--- src/common/zslc_pkg.sv ---
// zslc_pkg: shared modes, symbol codes and substitution tables of the line coder
package zslc_pkg;
  // ==========================================================================
  // modes and symbols
  // ==========================================================================
  localparam logic [1:0] MODE_B8ZS = 2'h0;
  localparam logic [1:0] MODE_B6ZS = 2'h1;
  localparam logic [1:0] MODE_HDB3 = 2'h2;
  // symbol is {positive rail, negative rail}
  localparam logic [1:0] SYM_ZERO = 2'h0;
  localparam logic [1:0] SYM_NEG = 2'h1;
  localparam logic [1:0] SYM_POS = 2'h2;
  localparam logic [3:0] RUN_B8ZS = 4'h8;
  localparam logic [3:0] RUN_B6ZS = 4'h6;
  localparam logic [3:0] RUN_HDB3 = 4'h4;
  localparam logic [2:0] WIN_LAST = 3'h7;
  localparam int FIFO_WIDTH = 1;
  localparam int FIFO_DEPTH = 8;
  // ==========================================================================
  // substitution patterns, first symbol in the top two bits, zero padded
  // ==========================================================================
  localparam logic [15:0] PAT_B8ZS_POS = 16'h0248;
  localparam logic [15:0] PAT_B8ZS_NEG = 16'h0184;
  localparam logic [15:0] PAT_B6ZS_POS = 16'h2490;
  localparam logic [15:0] PAT_B6ZS_NEG = 16'h1890;
  localparam logic [15:0] PAT_HDB3_POS_ODD = 16'h0200;
  localparam logic [15:0] PAT_HDB3_POS_EVEN = 16'h4100;
  localparam logic [15:0] PAT_HDB3_NEG_ODD = 16'h0100;
  localparam logic [15:0] PAT_HDB3_NEG_EVEN = 16'h8200;

  function automatic logic [3:0] zslc_run_len(input logic [1:0] mode);
    case (mode)
      MODE_B6ZS: return RUN_B6ZS;
      MODE_HDB3: return RUN_HDB3;
      default: return RUN_B8ZS;
    endcase
  endfunction : zslc_run_len

  function automatic logic [15:0] zslc_pattern(input logic [1:0] mode, input logic pol_pos,
                                               input logic odd);
    case (mode)
      MODE_B6ZS: return pol_pos ? PAT_B6ZS_POS : PAT_B6ZS_NEG;
      MODE_HDB3: begin
        if (pol_pos) return odd ? PAT_HDB3_POS_ODD : PAT_HDB3_POS_EVEN;
        return odd ? PAT_HDB3_NEG_ODD : PAT_HDB3_NEG_EVEN;
      end
      default: return pol_pos ? PAT_B8ZS_POS : PAT_B8ZS_NEG;
    endcase
  endfunction : zslc_pattern

  // polarity of the last nonzero symbol of the pattern chosen
  function automatic logic zslc_pol_after(input logic [1:0] mode, input logic pol_pos,
                                          input logic odd);
    case (mode)
      MODE_B6ZS: return 1'b0;
      MODE_HDB3: return odd ? pol_pos : !pol_pos;
      default: return pol_pos;
    endcase
  endfunction : zslc_pol_after

  // mask over the first len symbols of a 16-bit pattern
  function automatic logic [15:0] zslc_sym_mask(input logic [3:0] len);
    return ~(16'hFFFF >> {len, 1'b0});
  endfunction : zslc_sym_mask
endpackage : zslc_pkg

--- src/verilog/zslc_fifo.sv ---
// zslc_fifo: small synchronous fifo with valid and ready on both sides
module zslc_fifo #(
  parameter int WIDTH = zslc_pkg::FIFO_WIDTH,
  parameter int DEPTH = zslc_pkg::FIFO_DEPTH
) (
  input wire logic clk_in,
  input wire logic nrst_in,
  input wire logic [WIDTH-1:0] wr_data_in,
  input wire logic wr_valid_in,
  output logic wr_ready_out,
  output logic [WIDTH-1:0] rd_data_out,
  output logic rd_valid_out,
  input wire logic rd_ready_in
);
  localparam int AW = $clog2(DEPTH);
  localparam logic [AW:0] FULL_CNT = (AW + 1)'(DEPTH);
  localparam logic [AW-1:0] LAST_PTR = AW'(DEPTH - 1);
  logic [WIDTH-1:0] mem [DEPTH];
  logic [AW-1:0] wr_ptr;
  logic [AW-1:0] rd_ptr;
  logic [AW:0] count;
  logic [AW:0] next_count;
  logic do_wr;
  logic do_rd;

  assign do_wr = wr_valid_in && wr_ready_out;
  assign do_rd = rd_valid_out && rd_ready_in;
  assign rd_data_out = mem[rd_ptr];

  always_comb begin
    next_count = count;
    if (do_wr && !do_rd) next_count = count + 1'b1;
    if (do_rd && !do_wr) next_count = count - 1'b1;
  end

  always_ff @(posedge clk_in) begin
    if (do_wr) mem[wr_ptr] <= wr_data_in;
  end

  always_ff @(posedge clk_in) begin
    if (!nrst_in) begin
      wr_ptr <= '0;
      rd_ptr <= '0;
      count <= '0;
      wr_ready_out <= 1'b0;
      rd_valid_out <= 1'b0;
    end else begin
      if (do_wr) wr_ptr <= (wr_ptr == LAST_PTR) ? '0 : wr_ptr + 1'b1;
      if (do_rd) rd_ptr <= (rd_ptr == LAST_PTR) ? '0 : rd_ptr + 1'b1;
      count <= next_count;
      wr_ready_out <= (next_count != FULL_CNT);
      rd_valid_out <= (next_count != '0);
    end
  end
endmodule : zslc_fifo

--- src/verilog/zslc_decoder.sv ---
// zslc_decoder: bipolar rails back to nrz, with substitution and error detection
module zslc_decoder (
  input wire logic clk_in,
  input wire logic nrst_in,
  input wire logic [1:0] mode_in,
  input wire logic pos_in,
  input wire logic neg_in,
  input wire logic valid_in,
  output logic nrz_out,
  output logic nrz_valid_out,
  output logic sub_detect_out,
  output logic bv_flag_out,
  output logic conflict_out
);
  logic [15:0] win;
  logic [2:0] fill;
  logic full;
  logic [3:0] skip;
  logic last_pos;
  logic [3:0] len;
  logic [15:0] mask;
  logic hit_even;
  logic hit_odd;
  logic [1:0] sym_in;
  logic [1:0] oldest;

  // a conflicting pair counts as no pulse in the data path
  assign sym_in = (pos_in && neg_in) ? zslc_pkg::SYM_ZERO : {pos_in, neg_in};
  assign oldest = win[15:14];
  assign len = zslc_pkg::zslc_run_len(mode_in);
  assign mask = zslc_pkg::zslc_sym_mask(len);
  assign hit_even = (win & mask) == (zslc_pkg::zslc_pattern(mode_in, last_pos, 1'b0) & mask);
  assign hit_odd = (win & mask) == (zslc_pkg::zslc_pattern(mode_in, last_pos, 1'b1) & mask);

  always_ff @(posedge clk_in) begin
    if (!nrst_in) begin
      win <= 16'h0000;
      fill <= 3'h0;
      full <= 1'b0;
      skip <= 4'h0;
      last_pos <= 1'b0;
      nrz_out <= 1'b0;
      nrz_valid_out <= 1'b0;
      sub_detect_out <= 1'b0;
      bv_flag_out <= 1'b0;
      conflict_out <= 1'b0;
    end else begin
      nrz_valid_out <= 1'b0;
      sub_detect_out <= 1'b0;
      bv_flag_out <= 1'b0;
      conflict_out <= valid_in && pos_in && neg_in;
      if (valid_in) begin
        win <= {win[13:0], sym_in};
        if (!full) begin
          fill <= fill + 1'b1;
          full <= (fill == zslc_pkg::WIN_LAST);
        end else begin
          nrz_valid_out <= 1'b1;
          if (skip != 4'h0) begin
            nrz_out <= 1'b0;
            skip <= skip - 1'b1;
          end else if (hit_even || hit_odd) begin
            nrz_out <= 1'b0;
            sub_detect_out <= 1'b1;
            skip <= len - 1'b1;
            last_pos <= zslc_pkg::zslc_pol_after(mode_in, last_pos, hit_odd);
          end else begin
            nrz_out <= (oldest != zslc_pkg::SYM_ZERO);
            if (oldest != zslc_pkg::SYM_ZERO) begin
              last_pos <= (oldest == zslc_pkg::SYM_POS);
              bv_flag_out <= ((oldest == zslc_pkg::SYM_POS) == last_pos);
            end
          end
        end
      end
    end
  end
endmodule : zslc_decoder

--- src/verilog/zslc_top.sv ---
// zslc_top: zero substitution line coder, encoder with input fifo and decoder
// ============================================================================
// ============================================================================
module zslc_top (
  input wire logic sys_clk_in,
  input wire logic nrst_in,
  input wire logic [1:0] mode_in,
  input wire logic nrz_data_in,
  input wire logic nrz_valid_in,
  output logic nrz_ready_out,
  input wire logic line_ready_in,
  output logic encoder_positive_rail_out,
  output logic encoder_negative_rail_out,
  output logic enc_symbol_valid_out,
  output logic [1:0] active_mode_out,
  input wire logic line_pos_in,
  input wire logic line_neg_in,
  input wire logic line_valid_in,
  output logic nrz_data_out,
  output logic nrz_valid_out,
  output logic sub_detect_out,
  output logic bipolar_violation_flag_out,
  output logic rail_conflict_out
);
  typedef enum logic [2:0] {
    ZSLC_FILL = 3'h1,
    ZSLC_AMI = 3'h2,
    ZSLC_SUB = 3'h4
  } zslc_enc_st_t;

  zslc_enc_st_t state;
  logic [1:0] mode;
  logic mode_taken;
  logic [7:0] dly;
  logic [2:0] fill;
  logic [15:0] pat;
  logic [3:0] sub_left;
  logic last_pos;
  logic ones_odd;
  logic fifo_valid;
  logic fifo_data;
  logic pop;
  logic emit;
  logic start;
  logic zero_run;
  logic [3:0] run_len;
  logic [7:0] run_mask;
  logic [15:0] new_pat;
  logic [1:0] next_sym;

  // ==========================================================================
  // input buffering
  // ==========================================================================
  zslc_fifo #(
    .WIDTH(zslc_pkg::FIFO_WIDTH),
    .DEPTH(zslc_pkg::FIFO_DEPTH)
  ) u_fifo (
    .clk_in(sys_clk_in),
    .nrst_in(nrst_in),
    .wr_data_in(nrz_data_in),
    .wr_valid_in(nrz_valid_in),
    .wr_ready_out(nrz_ready_out),
    .rd_data_out(fifo_data),
    .rd_valid_out(fifo_valid),
    .rd_ready_in(pop)
  );

  // ==========================================================================
  // mode capture
  // ==========================================================================
  // mode is a strap: taken once after reset so the code never changes mid-run
  always_ff @(posedge sys_clk_in) begin
    if (!nrst_in) begin
      mode <= zslc_pkg::MODE_B8ZS;
      mode_taken <= 1'b0;
    end else if (!mode_taken) begin
      mode <= (mode_in == zslc_pkg::MODE_B6ZS || mode_in == zslc_pkg::MODE_HDB3) ?
              mode_in : zslc_pkg::MODE_B8ZS;
      mode_taken <= 1'b1;
    end
  end

  assign active_mode_out = mode;

  // ==========================================================================
  // lookahead and substitution decision
  // ==========================================================================
  // the line side stalls the encoder; during fill no symbol is owed
  assign pop = fifo_valid && (state == ZSLC_FILL || line_ready_in);
  assign emit = pop && (state != ZSLC_FILL);
  assign run_len = zslc_pkg::zslc_run_len(mode);
  assign run_mask = ~(8'hFF >> run_len);
  assign zero_run = (dly & run_mask) == 8'h00;
  assign start = emit && (state == ZSLC_AMI) && zero_run;
  // b8zs patterns and the positive b6zs pattern as tabled only break polarity at their first violation slot; the negative b6zs one breaks at both
  assign new_pat = zslc_pkg::zslc_pattern(mode, last_pos, ones_odd);

  always_comb begin
    next_sym = zslc_pkg::SYM_ZERO;
    if (state == ZSLC_SUB) begin
      next_sym = pat[15:14];
    end else if (start) begin
      next_sym = new_pat[15:14];
    end else if (dly[7]) begin
      next_sym = last_pos ? zslc_pkg::SYM_NEG : zslc_pkg::SYM_POS;
    end
  end

  // ==========================================================================
  // encoder state
  // ==========================================================================
  always_ff @(posedge sys_clk_in) begin
    if (!nrst_in) begin
      state <= ZSLC_FILL;
      fill <= 3'h0;
    end else begin
      case (state)
        ZSLC_FILL: begin
          if (pop) begin
            fill <= fill + 1'b1;
            if (fill == zslc_pkg::WIN_LAST) state <= ZSLC_AMI;
          end
        end
        ZSLC_AMI: begin
          if (start) state <= ZSLC_SUB;
        end
        ZSLC_SUB: begin
          if (emit && sub_left == 4'h1) state <= ZSLC_AMI;
        end
        default: state <= ZSLC_FILL;
      endcase
    end
  end

  always_ff @(posedge sys_clk_in) begin
    if (!nrst_in) begin
      dly <= 8'h00;
    end else if (pop) begin
      dly <= {dly[6:0], fifo_data};
    end
  end

  always_ff @(posedge sys_clk_in) begin
    if (!nrst_in) begin
      pat <= 16'h0000;
      sub_left <= 4'h0;
    end else if (start) begin
      pat <= {new_pat[13:0], 2'h0};
      sub_left <= run_len - 1'b1;
    end else if (emit && state == ZSLC_SUB) begin
      pat <= {pat[13:0], 2'h0};
      sub_left <= sub_left - 1'b1;
    end
  end

  // starts negative so the very first one goes out positive unless hdb3 sends an odd number of b00v before it
  always_ff @(posedge sys_clk_in) begin
    if (!nrst_in) begin
      last_pos <= 1'b0;
      ones_odd <= 1'b0;
    end else if (start) begin
      last_pos <= zslc_pkg::zslc_pol_after(mode, last_pos, ones_odd);
      ones_odd <= 1'b0;
    end else if (emit && state == ZSLC_AMI && dly[7]) begin
      last_pos <= !last_pos;
      ones_odd <= !ones_odd;
    end
  end

  always_ff @(posedge sys_clk_in) begin
    if (!nrst_in) begin
      encoder_positive_rail_out <= 1'b0;
      encoder_negative_rail_out <= 1'b0;
      enc_symbol_valid_out <= 1'b0;
    end else begin
      encoder_positive_rail_out <= emit && next_sym[1];
      encoder_negative_rail_out <= emit && next_sym[0];
      enc_symbol_valid_out <= emit;
    end
  end

  // ==========================================================================
  // decoder
  // ==========================================================================
  zslc_decoder u_decoder (
    .clk_in(sys_clk_in),
    .nrst_in(nrst_in),
    .mode_in(mode),
    .pos_in(line_pos_in),
    .neg_in(line_neg_in),
    .valid_in(line_valid_in),
    .nrz_out(nrz_data_out),
    .nrz_valid_out(nrz_valid_out),
    .sub_detect_out(sub_detect_out),
    .bv_flag_out(bipolar_violation_flag_out),
    .conflict_out(rail_conflict_out)
  );

  // ==========================================================================
  // checking helpers
  // ==========================================================================
  logic out_plain;
  logic out_bit;
  logic prev_pos;
  logic [15:0] exp_pat;
  logic [3:0] exp_cnt;
  logic start_odd;

  always_ff @(posedge sys_clk_in) begin
    if (!nrst_in) begin
      out_plain <= 1'b0;
      out_bit <= 1'b0;
      prev_pos <= 1'b0;
      exp_pat <= 16'h0000;
      exp_cnt <= 4'h0;
      start_odd <= 1'b0;
    end else begin
      if (emit) begin
        out_plain <= (state == ZSLC_AMI) && !start;
        out_bit <= dly[7];
      end
      if (enc_symbol_valid_out && (encoder_positive_rail_out || encoder_negative_rail_out)) begin
        prev_pos <= encoder_positive_rail_out;
      end
      if (start) begin
        exp_pat <= new_pat;
        exp_cnt <= run_len;
        start_odd <= ones_odd;
      end else if (enc_symbol_valid_out && exp_cnt != 4'h0) begin
        exp_pat <= {exp_pat[13:0], 2'h0};
        exp_cnt <= exp_cnt - 1'b1;
      end
    end
  end
endmodule : zslc_top

--- config.mk ---
export PLATFORM = sky130hd
export DESIGN_NAME = zslc_top
export DESIGN_NICKNAME = d
export VERILOG_FILES = /design/src/common/zslc_pkg.sv /design/src/verilog/zslc_fifo.sv /design/src/verilog/zslc_decoder.sv /design/src/verilog/zslc_top.sv
export SDC_FILE = /design/constraint.sdc
export NUM_CORES = 1
export LEC_CHECK = 0
export BUFFER_PORTS_ARGS = -buffer_cell sky130_fd_sc_hd__buf_2
export CORE_UTILIZATION = 30
export CTS_BUF_LIST = sky130_fd_sc_hd__clkbuf_16
export CTS_CLUSTER_SIZE = 28
export DETAILED_ROUTE_END_ITERATION = 10
export GPL_TIMING_DRIVEN = 0
export SLEW_MARGIN = 5
export SYNTH_ARGS = -nofsm -noshare
export SYNTH_HDL_FRONTEND = slang
export SYNTH_SLANG_ARGS = --single-unit
export TNS_END_PERCENT = 5
--- constraint.sdc ---
create_clock -name sys_clk_in -period 3.2 [get_ports sys_clk_in]
set_input_delay 0.64 -clock sys_clk_in [delete_from_list [all_inputs] [get_ports sys_clk_in]]
set_output_delay 0.64 -clock sys_clk_in [all_outputs]
set_load 0.01 [all_outputs]
==> results.md, run 1 <==
- Status: complete, no violations
- MaxCap Viol Count: 0
- PwrDens: 575 nW/um^2
- Netlist cell types: 58
- Worst-Margin Slew: about 0.93 ns
- Wirelength per Cell: around 14 microns
- Worst r2r src: active_mode_out[1]
- Root buf cell: clkbuf_16
- Post-Syn Instances: 477
- CTS tree: built
- Clock latency on the worst-skew pair: between 0.3 and 0.4 ns
- Post-CTS Hold Fix Bufs: 0
- Final Wtd Congestion: slightly above 0.8
- Dpl cells: approximately 680
- Fillers: 1,403
- Largest net degree at the start of global routing: 16
- IO Pins: 21
- Post-synth top area share: 0.374
- Synth top area cells: dfxtp_1, edfxtp_1, ha_1
- # rows: 43
- Relative slew margins: 0.379
- Synthesized Nets: 506
- Achievable frequency: around 330 MHz
- Crit path from: active_mode_out[1]
- Final ANT Viol Nets: 0
- Non-Filler Instances: 691
- Initial core utilization: 0.308
- Clock-pin slew on the worst setup and hold paths: around 0.060 ns
- Setup violators final: 0
- Die height: 122 microns
- Post-synth EDFFs: 8
- Most common cell in the synthesized netlist: dfxtp_1
- # clock sinks: 88
- Area growth from synthesis to layout: 14.8%
- Worst setup EP type: register
- Post-synth top cells: dfxtp_1, nand2_1, nor2b_1
- Final TNS setup: 0 ns
- Peak supply drop: ~290 uV
- Yosys reg bits: a little under 90
- RSZ-0062 raised after global routing: no
- Post-synth top area cell: dfxtp_1
- CTS max path bufs: 2
- Die area: 14,800 sq um
- Setup crit start kind: register
- Fin Clk Skew: around 0.0094 ns
- Data required time of the critical path: about 3.4 ns
- Setup Crit Path Kind: register to register
- Share of cells above drive strength 1: 0.0900
- Pre-antenna DRT Iters: 5
- Global-route wire length before repair: roughly 16 mm
- GRT Resource Usage Total: 0.141
- Via count: roughly 3,500
- Top FF cell, synth: dfxtp_1
- Fin nets: approximately 540
- Final worst-path cycle share: 0.955
- CTS Buf Count: 9
- Leak: 1.82 nW
- IO Port Bufs: 19
- Yosys warning total: 0
- Grt total ovfl: 0
- 1st-iter DRT viols: 297
- Vias in the first global route: between 3,000 and 4,000
- H-tree depth: 3
- CP arrival: around 3.3 ns
- Sequential area share after synthesis: 0.430
- Max FO, Critical Path: 6
- Avg Cell Area, Syn: roughly 9.0 sq um
- Hold Vio Cnt, Final: 0
- Initial antenna violation count: 0
- Min-Delay Startpoint: pat[5]
- # DRC: 0
- Vias per cell: between 5 and 6
- Mapped Area: around 4300 sq um
- Antenna Cells: 0
- Final min period: around 3 ns
- Hold Path Class: register to register
- Chip width: between 100 and 150 microns
- Pins Over Slew Limit: 0
- HPWL after DPL: 6.92 mm
- Final WL: around 9.6 mm
- Async set-or-reset flop fraction in the synthesized netlist: 0
- Core ar.: between 10,000 and 15,000 sq um
-- critical path: stages (launching register included) --
cell      delay [ns]
dfxtp_1         0.46
inv_1           0.10
ha_1            0.26
or3_1           0.32
a211oi_1        0.23
a2bb2o_2        0.29
or4b_4          0.55
or2_4           0.30
o41ai_2         0.31
o21ai_1         0.12
-- final cells by class --
type	count	area (sq um)	share of cell area
clock inverters	6	66.3	0.0135
plain buffers	20	75.1	0.0153
well taps	180	225	0.0458
repair buffers	19	95.1	0.0193
inverters	20	75.1	0.0153
multi-input cells	348	2290	0.466
flip-flops and latches	88	1840	0.374
clock buffers	10	250	0.0509
-- layer usage --
layer  vias to the layer above  wire, microns  global-route usage
met1                      1649           4520               0.174
met2                        64           4520               0.238
met3                        10            413              0.0360
met5                         -              0                   0
li1                       1753              -                   -
met4                         0            126              0.0448
-- flip-flops by register name, summed over array words and instances (netlist names), 2 cells and up --
signal / cells
dly: 8
u_fifo.wr_ptr: 3
u_decoder.win: 16
u_fifo.rd_ptr: 3
u_fifo.count: 4
fill: 3
sub_left: 4
state: 3
active_mode_out: 2
u_decoder.fill: 3
u_fifo.mem: 8
u_decoder.skip: 4
pat: 12
-- power breakdown --
group          internal [mW]  leakage [nW]  switching [mW]
combinational          0.207         0.957           0.260
sequential              1.19         0.721          0.0835
clock                  0.652         0.147           0.440
-- cell families after synthesis --
logic type,synth area share
mux,0.0668
simple gates,0.228
fa+ha+maj,0.0554
flops,0.430
compound gates,0.170
buf+inv,0.0359
xor+xnor,0.0143
-- worst paths after layout --
kind	endpoint	slack (ns)	depth (start not counted)
max reg2reg	u_decoder.last_pos	0.14	9
min reg2reg	pat[7]	0.46	2
min	pat[7]	0.46	2
max	u_decoder.last_pos	0.14	9
-- per-stage QoR --
stage / worst slack [ns] / hold WS (ns) / util / area [sq um] / total power, mW
2_1_floorplan: 0.374 / 0.429 / - / 4290 / 1.64
3_3_place_gp: 0.151 / 0.444 / 0.331 / 4610 / 1.75
3_5_place_dp: 0.0901 / 0.451 / 0.331 / 4610 / 1.76
4_1_cts: 0.0640 / 0.461 / 0.353 / 4920 / 2.86
5_1_grt: 0.00570 / 0.482 / 0.353 / 4920 / 2.99
6_report: 0.144 / 0.456 / 0.353 / 4920 / 2.83
-- what timing repair did --
item,in CTS,in global routing
gates resized for setup,0,0
setup buffers,0,0
endpoints found under the setup margin,0,1
-- placed cells by master, fill, tap and decap left out, types with 18 or more instances in the layout --
cell type   n
nor2b_1    33
a21oi_1    20
nand2_1    57
mux2i_1    23
nor2_1     31
ha_1       19
buf_2      19
a21boi_0   18
dfxtp_1    80
inv_1      20
o21ai_0    20
Power figures use the tool's default switching activity.
==> run 2, diff against run 1 <==
Settings changed: BUFFER_PORTS_ARGS -buffer_cell sky130_fd_sc_hd__buf_2 to -buffer_cell sky130_fd_sc_hd__clkbuf_2.
==> run 2 against run 1 <==
- die area unchanged
- worst setup slack lost 0.0037 ns
- largest cell class unchanged
- power grew 2.2%
==> results.md, run 2 (synthesized netlist as in run 1, its figures left out) <==
- Status: complete, no violations
- Dpl cells: 676 (unchanged)
- Hold worst-path end: pat[7]
- Share of cells above drive strength 1: 0.0882 (-0.00178)
- Global-route wire length before repair: 15.6 mm (-3.7%)
- Cell Area, Placed: 4610 sq um (unchanged)
- Most frequent cells in the layout: dfxtp_1, nand2_1, nor2b_1, nor2_1, mux2i_1
- Initial antenna violation count: 0 (unchanged)
- Flop2flop setup slack: 0.14 ns (about the same)
- Fillers: 1,439 (+2.6%)
- CTS max path bufs: 2 (unchanged)
- Hold path cells: 2 (unchanged)
- Core ar.: 13,900 sq um (unchanged)
- Via count: 3,494 (+0.52%)
- Root buf cell: clkbuf_16
- IO Port Bufs: 19 (unchanged)
- Worst-Margin Slew: 0.889 ns (-0.0403 ns)
- Post-CTS Hold Fix Bufs: 0 (unchanged)
- Pre-antenna DRT Iters: 5 (unchanged)
- # rows: 43 (unchanged)
- Fin Clk Skew: 0.00472 ns (-0.00463 ns)
- Final Util: 0.354 (+0.000898)
- CTS Buf Count: 9 (unchanged)
- Vias in the first global route: 3,227 (-3.1%)
- Chip width: 122 microns (unchanged)
- Tot Pwr: 2.89 mW (+2.2%)
- Worst R2R End: u_decoder.last_pos
- Achievable frequency: 327 MHz (-0.12%)
- CTS tree: built
- Non-Filler Instances: 690 (-0.14%)
- Hold Vio Cnt, Final: 0 (unchanged)
- Post-CTS Setup Inserts: 0 (unchanged)
- Worst setup EP type: register
- MaxCap Viol Count: 0 (unchanged)
- PwrDens: 586 nW/um^2 (+1.9%)
- Leak: 1.82 nW (about the same)
- Fin Hold WS: 0.461 ns (+0.00582 ns)
- Initial core utilization: 0.308 (unchanged)
- Final TNS setup: 0 ns (unchanged)
- Peak supply drop: 249 uV (-15%)
- Die area: 14,800 sq um (unchanged)
- CTS resizes: 0 (unchanged)
- Wirelength per Cell: 13.8 microns (-0.14%)
- Setup Crit Path Kind: register to register
- Antenna Cells: 0 (unchanged)
- IO Pins: 21 (unchanged)
- Relative slew margins: 0.406 (+0.0269)
- Commonest non-fill, non-tap cell in the layout: dfxtp_1
- Die height: 122 microns (unchanged)
- HPWL after DPL: 6.84 mm (-1.3%)
- # DRC: 0 (unchanged)
- RSZ-0062 raised after global routing: no
- Min-Delay Startpoint: pat[5]
- Setup violators final: 0 (unchanged)
- Final min period: 3.06 ns (+0.00372 ns)
- Max FO, Critical Path: 9 (+3)
- R2R depth: 9 (unchanged)
- 1st-iter DRT viols: 271 (-8.8%)
- Fin nets: 535 (unchanged)
- Place WS: 0.112 ns (+0.0215 ns)
- Area growth from synthesis to layout: 15.1%
- Final worst-path cycle share: 0.956 (+0.00116)
- Vias per cell: 5.06 (+0.66%)
- H-tree depth: 3 (unchanged)
- Data required time of the critical path: 3.42 ns (about the same)
- Clock latency on the worst-skew pair: 0.34 ns (about the same)
- Largest net degree at the start of global routing: 15 (-1)
- Hold Path Class: register to register
- Setup crit start kind: register
- # clock sinks: 88 (unchanged)
- Grt total ovfl: 0 (unchanged)
- Max reg flops: 16 (unchanged)
- Final WL: 9.55 mm (-0.28%)
- GRT Resource Usage Total: 0.136 (-0.00429)
- Regs by FF count: u_decoder.win: 16 flops, pat: 12 flops
- Final Wtd Congestion: 0.833 (+1.0%)
- Clock-pin slew on the worst setup and hold paths: 0.06 ns (about the same)
- Final ANT Viol Nets: 0 (unchanged)
- Largest Register: u_decoder.win
- Final WS setup: 0.141 ns (-0.00372 ns)
- Post-route cell area: 4930 sq um (+0.25%)
- Worst r2r src: active_mode_out[0]
- Pins Over Slew Limit: 0 (unchanged)
- CP arrival: 3.28 ns (about the same)
run 2: critical path, cell delays in order, from the launching register on:
cell and delay (ns):
dfxtp_1 0.44, inv_1 0.10, ha_1 0.41, nor2b_1 0.35, o32ai_1 0.12, a2bb2o_2 0.28
or4b_4 0.54, or2_4 0.30, o41ai_2 0.31, o21ai_1 0.11
run 2: worst max path at each step:
| stage | startpoint | end | slack [ns] | cells after the start |
|---|---|---|---|---|
| floorplan | active_mode_out[0] | u_decoder.last_pos | 0.37 | 10 |
| global placement | active_mode_out[0] | u_decoder.last_pos | 0.15 | 10 |
| detailed placement | active_mode_out[0] | u_decoder.last_pos | 0.11 | 10 |
| CTS | active_mode_out[0] | u_decoder.last_pos | 0.11 | 10 |
| global route | active_mode_out[0] | u_decoder.last_pos | 0.04 | 9 |
| finish | active_mode_out[0] | u_decoder.last_pos | 0.14 | 9 |
run 2: routing by layer:
layer,global-route usage,part of all wire,up-vias
met2,0.227,0.47,73
met3,0.0337,0.041,11
li1,-,-,1752
met5,0,0,-
met1,0.173,0.48,1658
met4,0.0424,0.011,0
run 2: cell type report:
cell class                 count  area, sq um  share of cell area
multi-input combinational    348         2290               0.465
clock inverter                 5         78.8              0.0160
inverter                      20         75.1              0.0152
timing repair buffer          19         95.1              0.0193
buffer                        20         75.1              0.0152
tap                          180          225              0.0457
sequential                    88         1840               0.373
clock buffer                  10          250              0.0507
run 2: power by group:
group	total [mW]	internal [mW]	switching (mW)
registers	1.27	1.19	0.0815
clock network	1.15	0.724	0.428
logic	0.471	0.206	0.264
total	2.89	2.12	0.774
==> run 3, diff against run 2 <==
Settings changed: SYNTH_HIERARCHICAL set to 1.
==> run 3 against run 2 <==
- clock skew is 0.00089 ns higher
- synthesized area is 6.1% higher
- critical path type unchanged
- cell count is 3.0% higher
- routed wire length is 2.8% lower
- via count is 0.97% lower
- power is 6.3% lower
- core utilization is 0.18 points lower
- die area is 6.0% higher
==> results.md, run 3 <==
- Status: complete, no violations
- MaxCap Viol Count: 0 (unchanged)
- Setup Crit Path Kind: register to register
- Area growth from synthesis to layout: 13.4%
- Final Util: 0.352 (-0.00177)
- Yosys reg bits: 91 (+3.4%)
- Final min period: 2.85 ns (-0.205 ns)
- Die height: 125 microns (+3.0%)
- Met3 wire len: 276 microns (-29%)
- DR WL met2: 4.27 mm (-5.2%)
- Yosys warning total: 6 (+6)
- Avg Cell Area, Syn: 9.28 sq um (+3.3%)
- PwrDens: 525 nW/um^2 (-10%)
- Synth top area cells: dfxtp_1, mux2i_1, ha_1
- Post-CTS Hold Fix Bufs: 0 (unchanged)
- Final WL: 9.28 mm (-2.8%)
- IO Port Bufs: 20 (+1)
- Hold Vio Cnt, Final: 0 (unchanged)
- Largest net degree at the start of global routing: 17 (+2)
- Pre-antenna DRT Iters: 6 (+1)
- Final TNS setup: 0 ns (unchanged)
- Worst setup EP type: register
- Setup crit start kind: register
- Peak supply drop: 287 uV (+15%)
- Largest family of logic cells by synthesized area: simple AND/OR/NAND/NOR gates
- Max FO, Critical Path: 10 (+1)
- Post-Syn Instances: 490 (+2.7%)
- Post-synth top area share: 0.365 (-0.00827)
- H-tree depth: 3 (unchanged)
- Final ANT Viol Nets: 0 (unchanged)
- Post-synth top area cell: dfxtp_1
- Vias in the first global route: 3,403 (+5.5%)
- Global-route wire length before repair: 16.0 mm (+2.3%)
- Cell Int Power: 1.93 mW (-9.0%)
- Post-Synth XOR/XNOR Area: 0.0231 (+0.00880)
- Post-synthesis compound-gate area fraction: 0.138 (-0.0317)
- Max reg flops: 16 (unchanged)
- Multiplexer share of the synthesized area: 0.0811 (+0.0143)
- Combinational share of power: 0.160 (-0.003)
- Hold worst-path end: pat[7]
- Initial core utilization: 0.311 (+0.00295)
- Final Wtd Congestion: 0.847 (+1.6%)
- Via count: 3,460 (-0.97%)
- CTS resizes: 0 (unchanged)
- CP arrival: 3.09 ns (-0.19 ns)
- Worst-Margin Slew: 0.672 ns (-0.217 ns)
- Leak: 2.02 nW (+11%)
- Post-synth top cells: dfxtp_1, nor2_1, nand2_1
- Initial antenna violation count: 0 (unchanged)
- CTS Buf Count: 9 (unchanged)
- Switching Share: 0.288 (+0.0206)
- Fin Clk Skew: 0.00561 ns (+0.000892 ns)
- Die area: 15,700 sq um (+6.0%)
- Largest Register: u_decoder/win
- Netlist cell types: 69 (+19%)
- Clk network pwr share: 0.368 (-0.030)
- Dpl cells: 694 (+2.7%)
- Post-CTS Setup Inserts: 0 (unchanged)
- Commonest non-fill, non-tap cell in the layout: dfxtp_1
- Grt total ovfl: 0 (unchanged)
- Clock latency on the worst-skew pair: 0.35 ns (about the same)
- IO Pins: 21 (unchanged)
- Post-synth EDFFs: 8 (unchanged)
- Clock-pin slew on the worst setup and hold paths: 0.07 ns (about the same)
- # DRC: 0 (unchanged)
- Flop2flop setup slack: 0.35 ns (+0.20 ns)
- Data required time of the critical path: 3.44 ns (+0.02 ns)
- Worst r2r src: active_mode_out[0]
- Final WS setup: 0.345 ns (+0.205 ns)
- Core ar.: 14,600 sq um (+5.1%)
- Flop pwr share: 0.472 (+0.033)
- Vias per cell: 4.87 (-3.9%)
- # rows: 44 (+2.3%)
- Fin nets: 553 (+3.4%)
- Mapped Area: 4550 sq um (+6.1%)
- 1st-iter DRT viols: 178 (-34%)
- Achievable frequency: 350 MHz (+7.2%)
- Top FF cell, synth: dfxtp_1
- Synthesized Nets: 522 (+3.2%)
- Most common cell in the synthesized netlist: dfxtp_1
- Wirelength per Cell: 13.1 microns (-5.7%)
- Share of cells above drive strength 1: 0.127 (+0.0391)
- CTS tree: built
- Regs by FF count: u_decoder/win: 16 flops, pat: 12 flops
- Hold Path Class: register to register
- Async set-or-reset flop fraction in the synthesized netlist: 0 (unchanged)
- Tot Pwr: 2.71 mW (-6.3%)
- Non-Filler Instances: 711 (+3.0%)
- RSZ-0062 raised after global routing: no
- HPWL after DPL: 6.84 mm (about the same)
- Sequential area share after synthesis: 0.418 (-0.0115)
- Chip width: 125 microns (+3.0%)
- Setup violators final: 0 (unchanged)
- Hold path cells: 2 (unchanged)
- Place WS: 0.357 ns (+0.246 ns)
- R2R depth: 10 (+1)
- Simple-gate portion of the synthesized area: 0.237 (+0.00887)
- Synthesized-area fraction occupied by adder cells: 0.0605 (+0.00506)
- Switching pwr: 780 uW (+0.89%)
- Pins Over Slew Limit: 0 (unchanged)
- Worst R2R End: u_decoder/last_pos
- Relative slew margins: 0.552 (+0.146)
- # clock sinks: 91 (+3.4%)
- GRT Resource Usage Total: 0.129 (-0.00757)
- DRT met1 WL: 4.55 mm (-0.13%)
- Top layer in use: met4
- CTS max path bufs: 2 (unchanged)
- Most frequent cells in the layout: dfxtp_1, nor2_1, nand2_1, mux2i_1, nor2b_1
- Root buf cell: clkbuf_16
- Min-Delay Startpoint: pat[5]
- Final worst-path cycle share: 0.892 (-0.0640)
-- run 3: cell count changes after synthesis, sizes merged, moves of 6 or more --
| cell | delta |
|---|---|
| a21boi | -9 |
| buf | +8 |
| clkbuf | -9 |
| mux2i | +6 |
| nand2 | -11 |
| nand3 | +9 |
| nor2 | +29 |
| nor2b | -9 |
| o21ai | -13 |
-- run 3: cells by family (layout without fill, tap and decap cells) --
logic type               after synthesis  after routing
buffers and inverters                 37             73
other                                  0              1
AO/OA/AOI/OAI                         84             84
adder cells (fa/ha/maj)               22             22
XOR/XNOR                              12             12
multiplexers                          34             34
flip-flops                            91             91
AND/OR/NAND/NOR                      210            210
-- run 3: how the worst max path moves through the flow --
| stage | to | startpoint | slack, ns |
|---|---|---|---|
| floorplan | u_decoder/last_pos | active_mode_out[0] | 0.64 |
| global placement | u_decoder/last_pos | active_mode_out[0] | 0.39 |
| detailed placement | u_decoder/last_pos | active_mode_out[0] | 0.36 |
| CTS | u_decoder/last_pos | active_mode_out[0] | 0.35 |
| global route | u_decoder/last_pos | active_mode_out[0] | 0.11 |
| finish | u_decoder/last_pos | active_mode_out[0] | 0.35 |
-- run 3: layout make-up --
| type | count | area [sq um] |
|---|---|---|
| sequential | 91 | 1900 |
| fill | 1491 | 9490 |
| multi-input combinational | 362 | 2460 |
| tap | 184 | 230 |
| clock buffer | 9 | 225 |
| inverter | 17 | 63.8 |
| timing repair buffer | 20 | 100 |
| antenna | 1 | 2.50 |
| clock inverter | 7 | 51.3 |
| buffer | 20 | 128 |
-- run 3: power groups by stage --
stage / Combinational, mW / Clock, mW / Sequential, mW
floorplan: 0.344 / 0 / 1.28
global route: 0.488 / 1.08 / 1.29
finish: 0.434 / 0.997 / 1.28
detailed placement: 0.435 / 0 / 1.30
global placement: 0.411 / 0 / 1.30
CTS: 0.437 / 1.04 / 1.28
-- run 3: routing by layer --
metal  vias up  GRT usage
met2        39      0.212
met1      1614      0.154
met5         -          0
met4         0     0.0588
li1       1794          -
met3        13     0.0385
-- run 3: per-stage QoR --
| step | cell area [sq um] | hold WS (ns) |
|---|---|---|
| after CTS | 5160 | 0.449 |
| after detailed placement | 4880 | 0.440 |
| after global placement | 4880 | 0.437 |
| final | 5160 | 0.448 |
| after floorplan | 4550 | 0.424 |
| after global routing | 5160 | 0.481 |
-- run 3: critical path, cell delays in order, from the launching register on --
cell and delay (ns):
dfxtp_1 0.54, inv_1 0.12, ha_1 0.38, buf_4 0.19
nand4b_1 0.17, a21oi_1 0.14, nor3_1 0.06, o32a_1 0.37
nor3_4 0.28, mux2_1 0.35, o311a_1 0.13
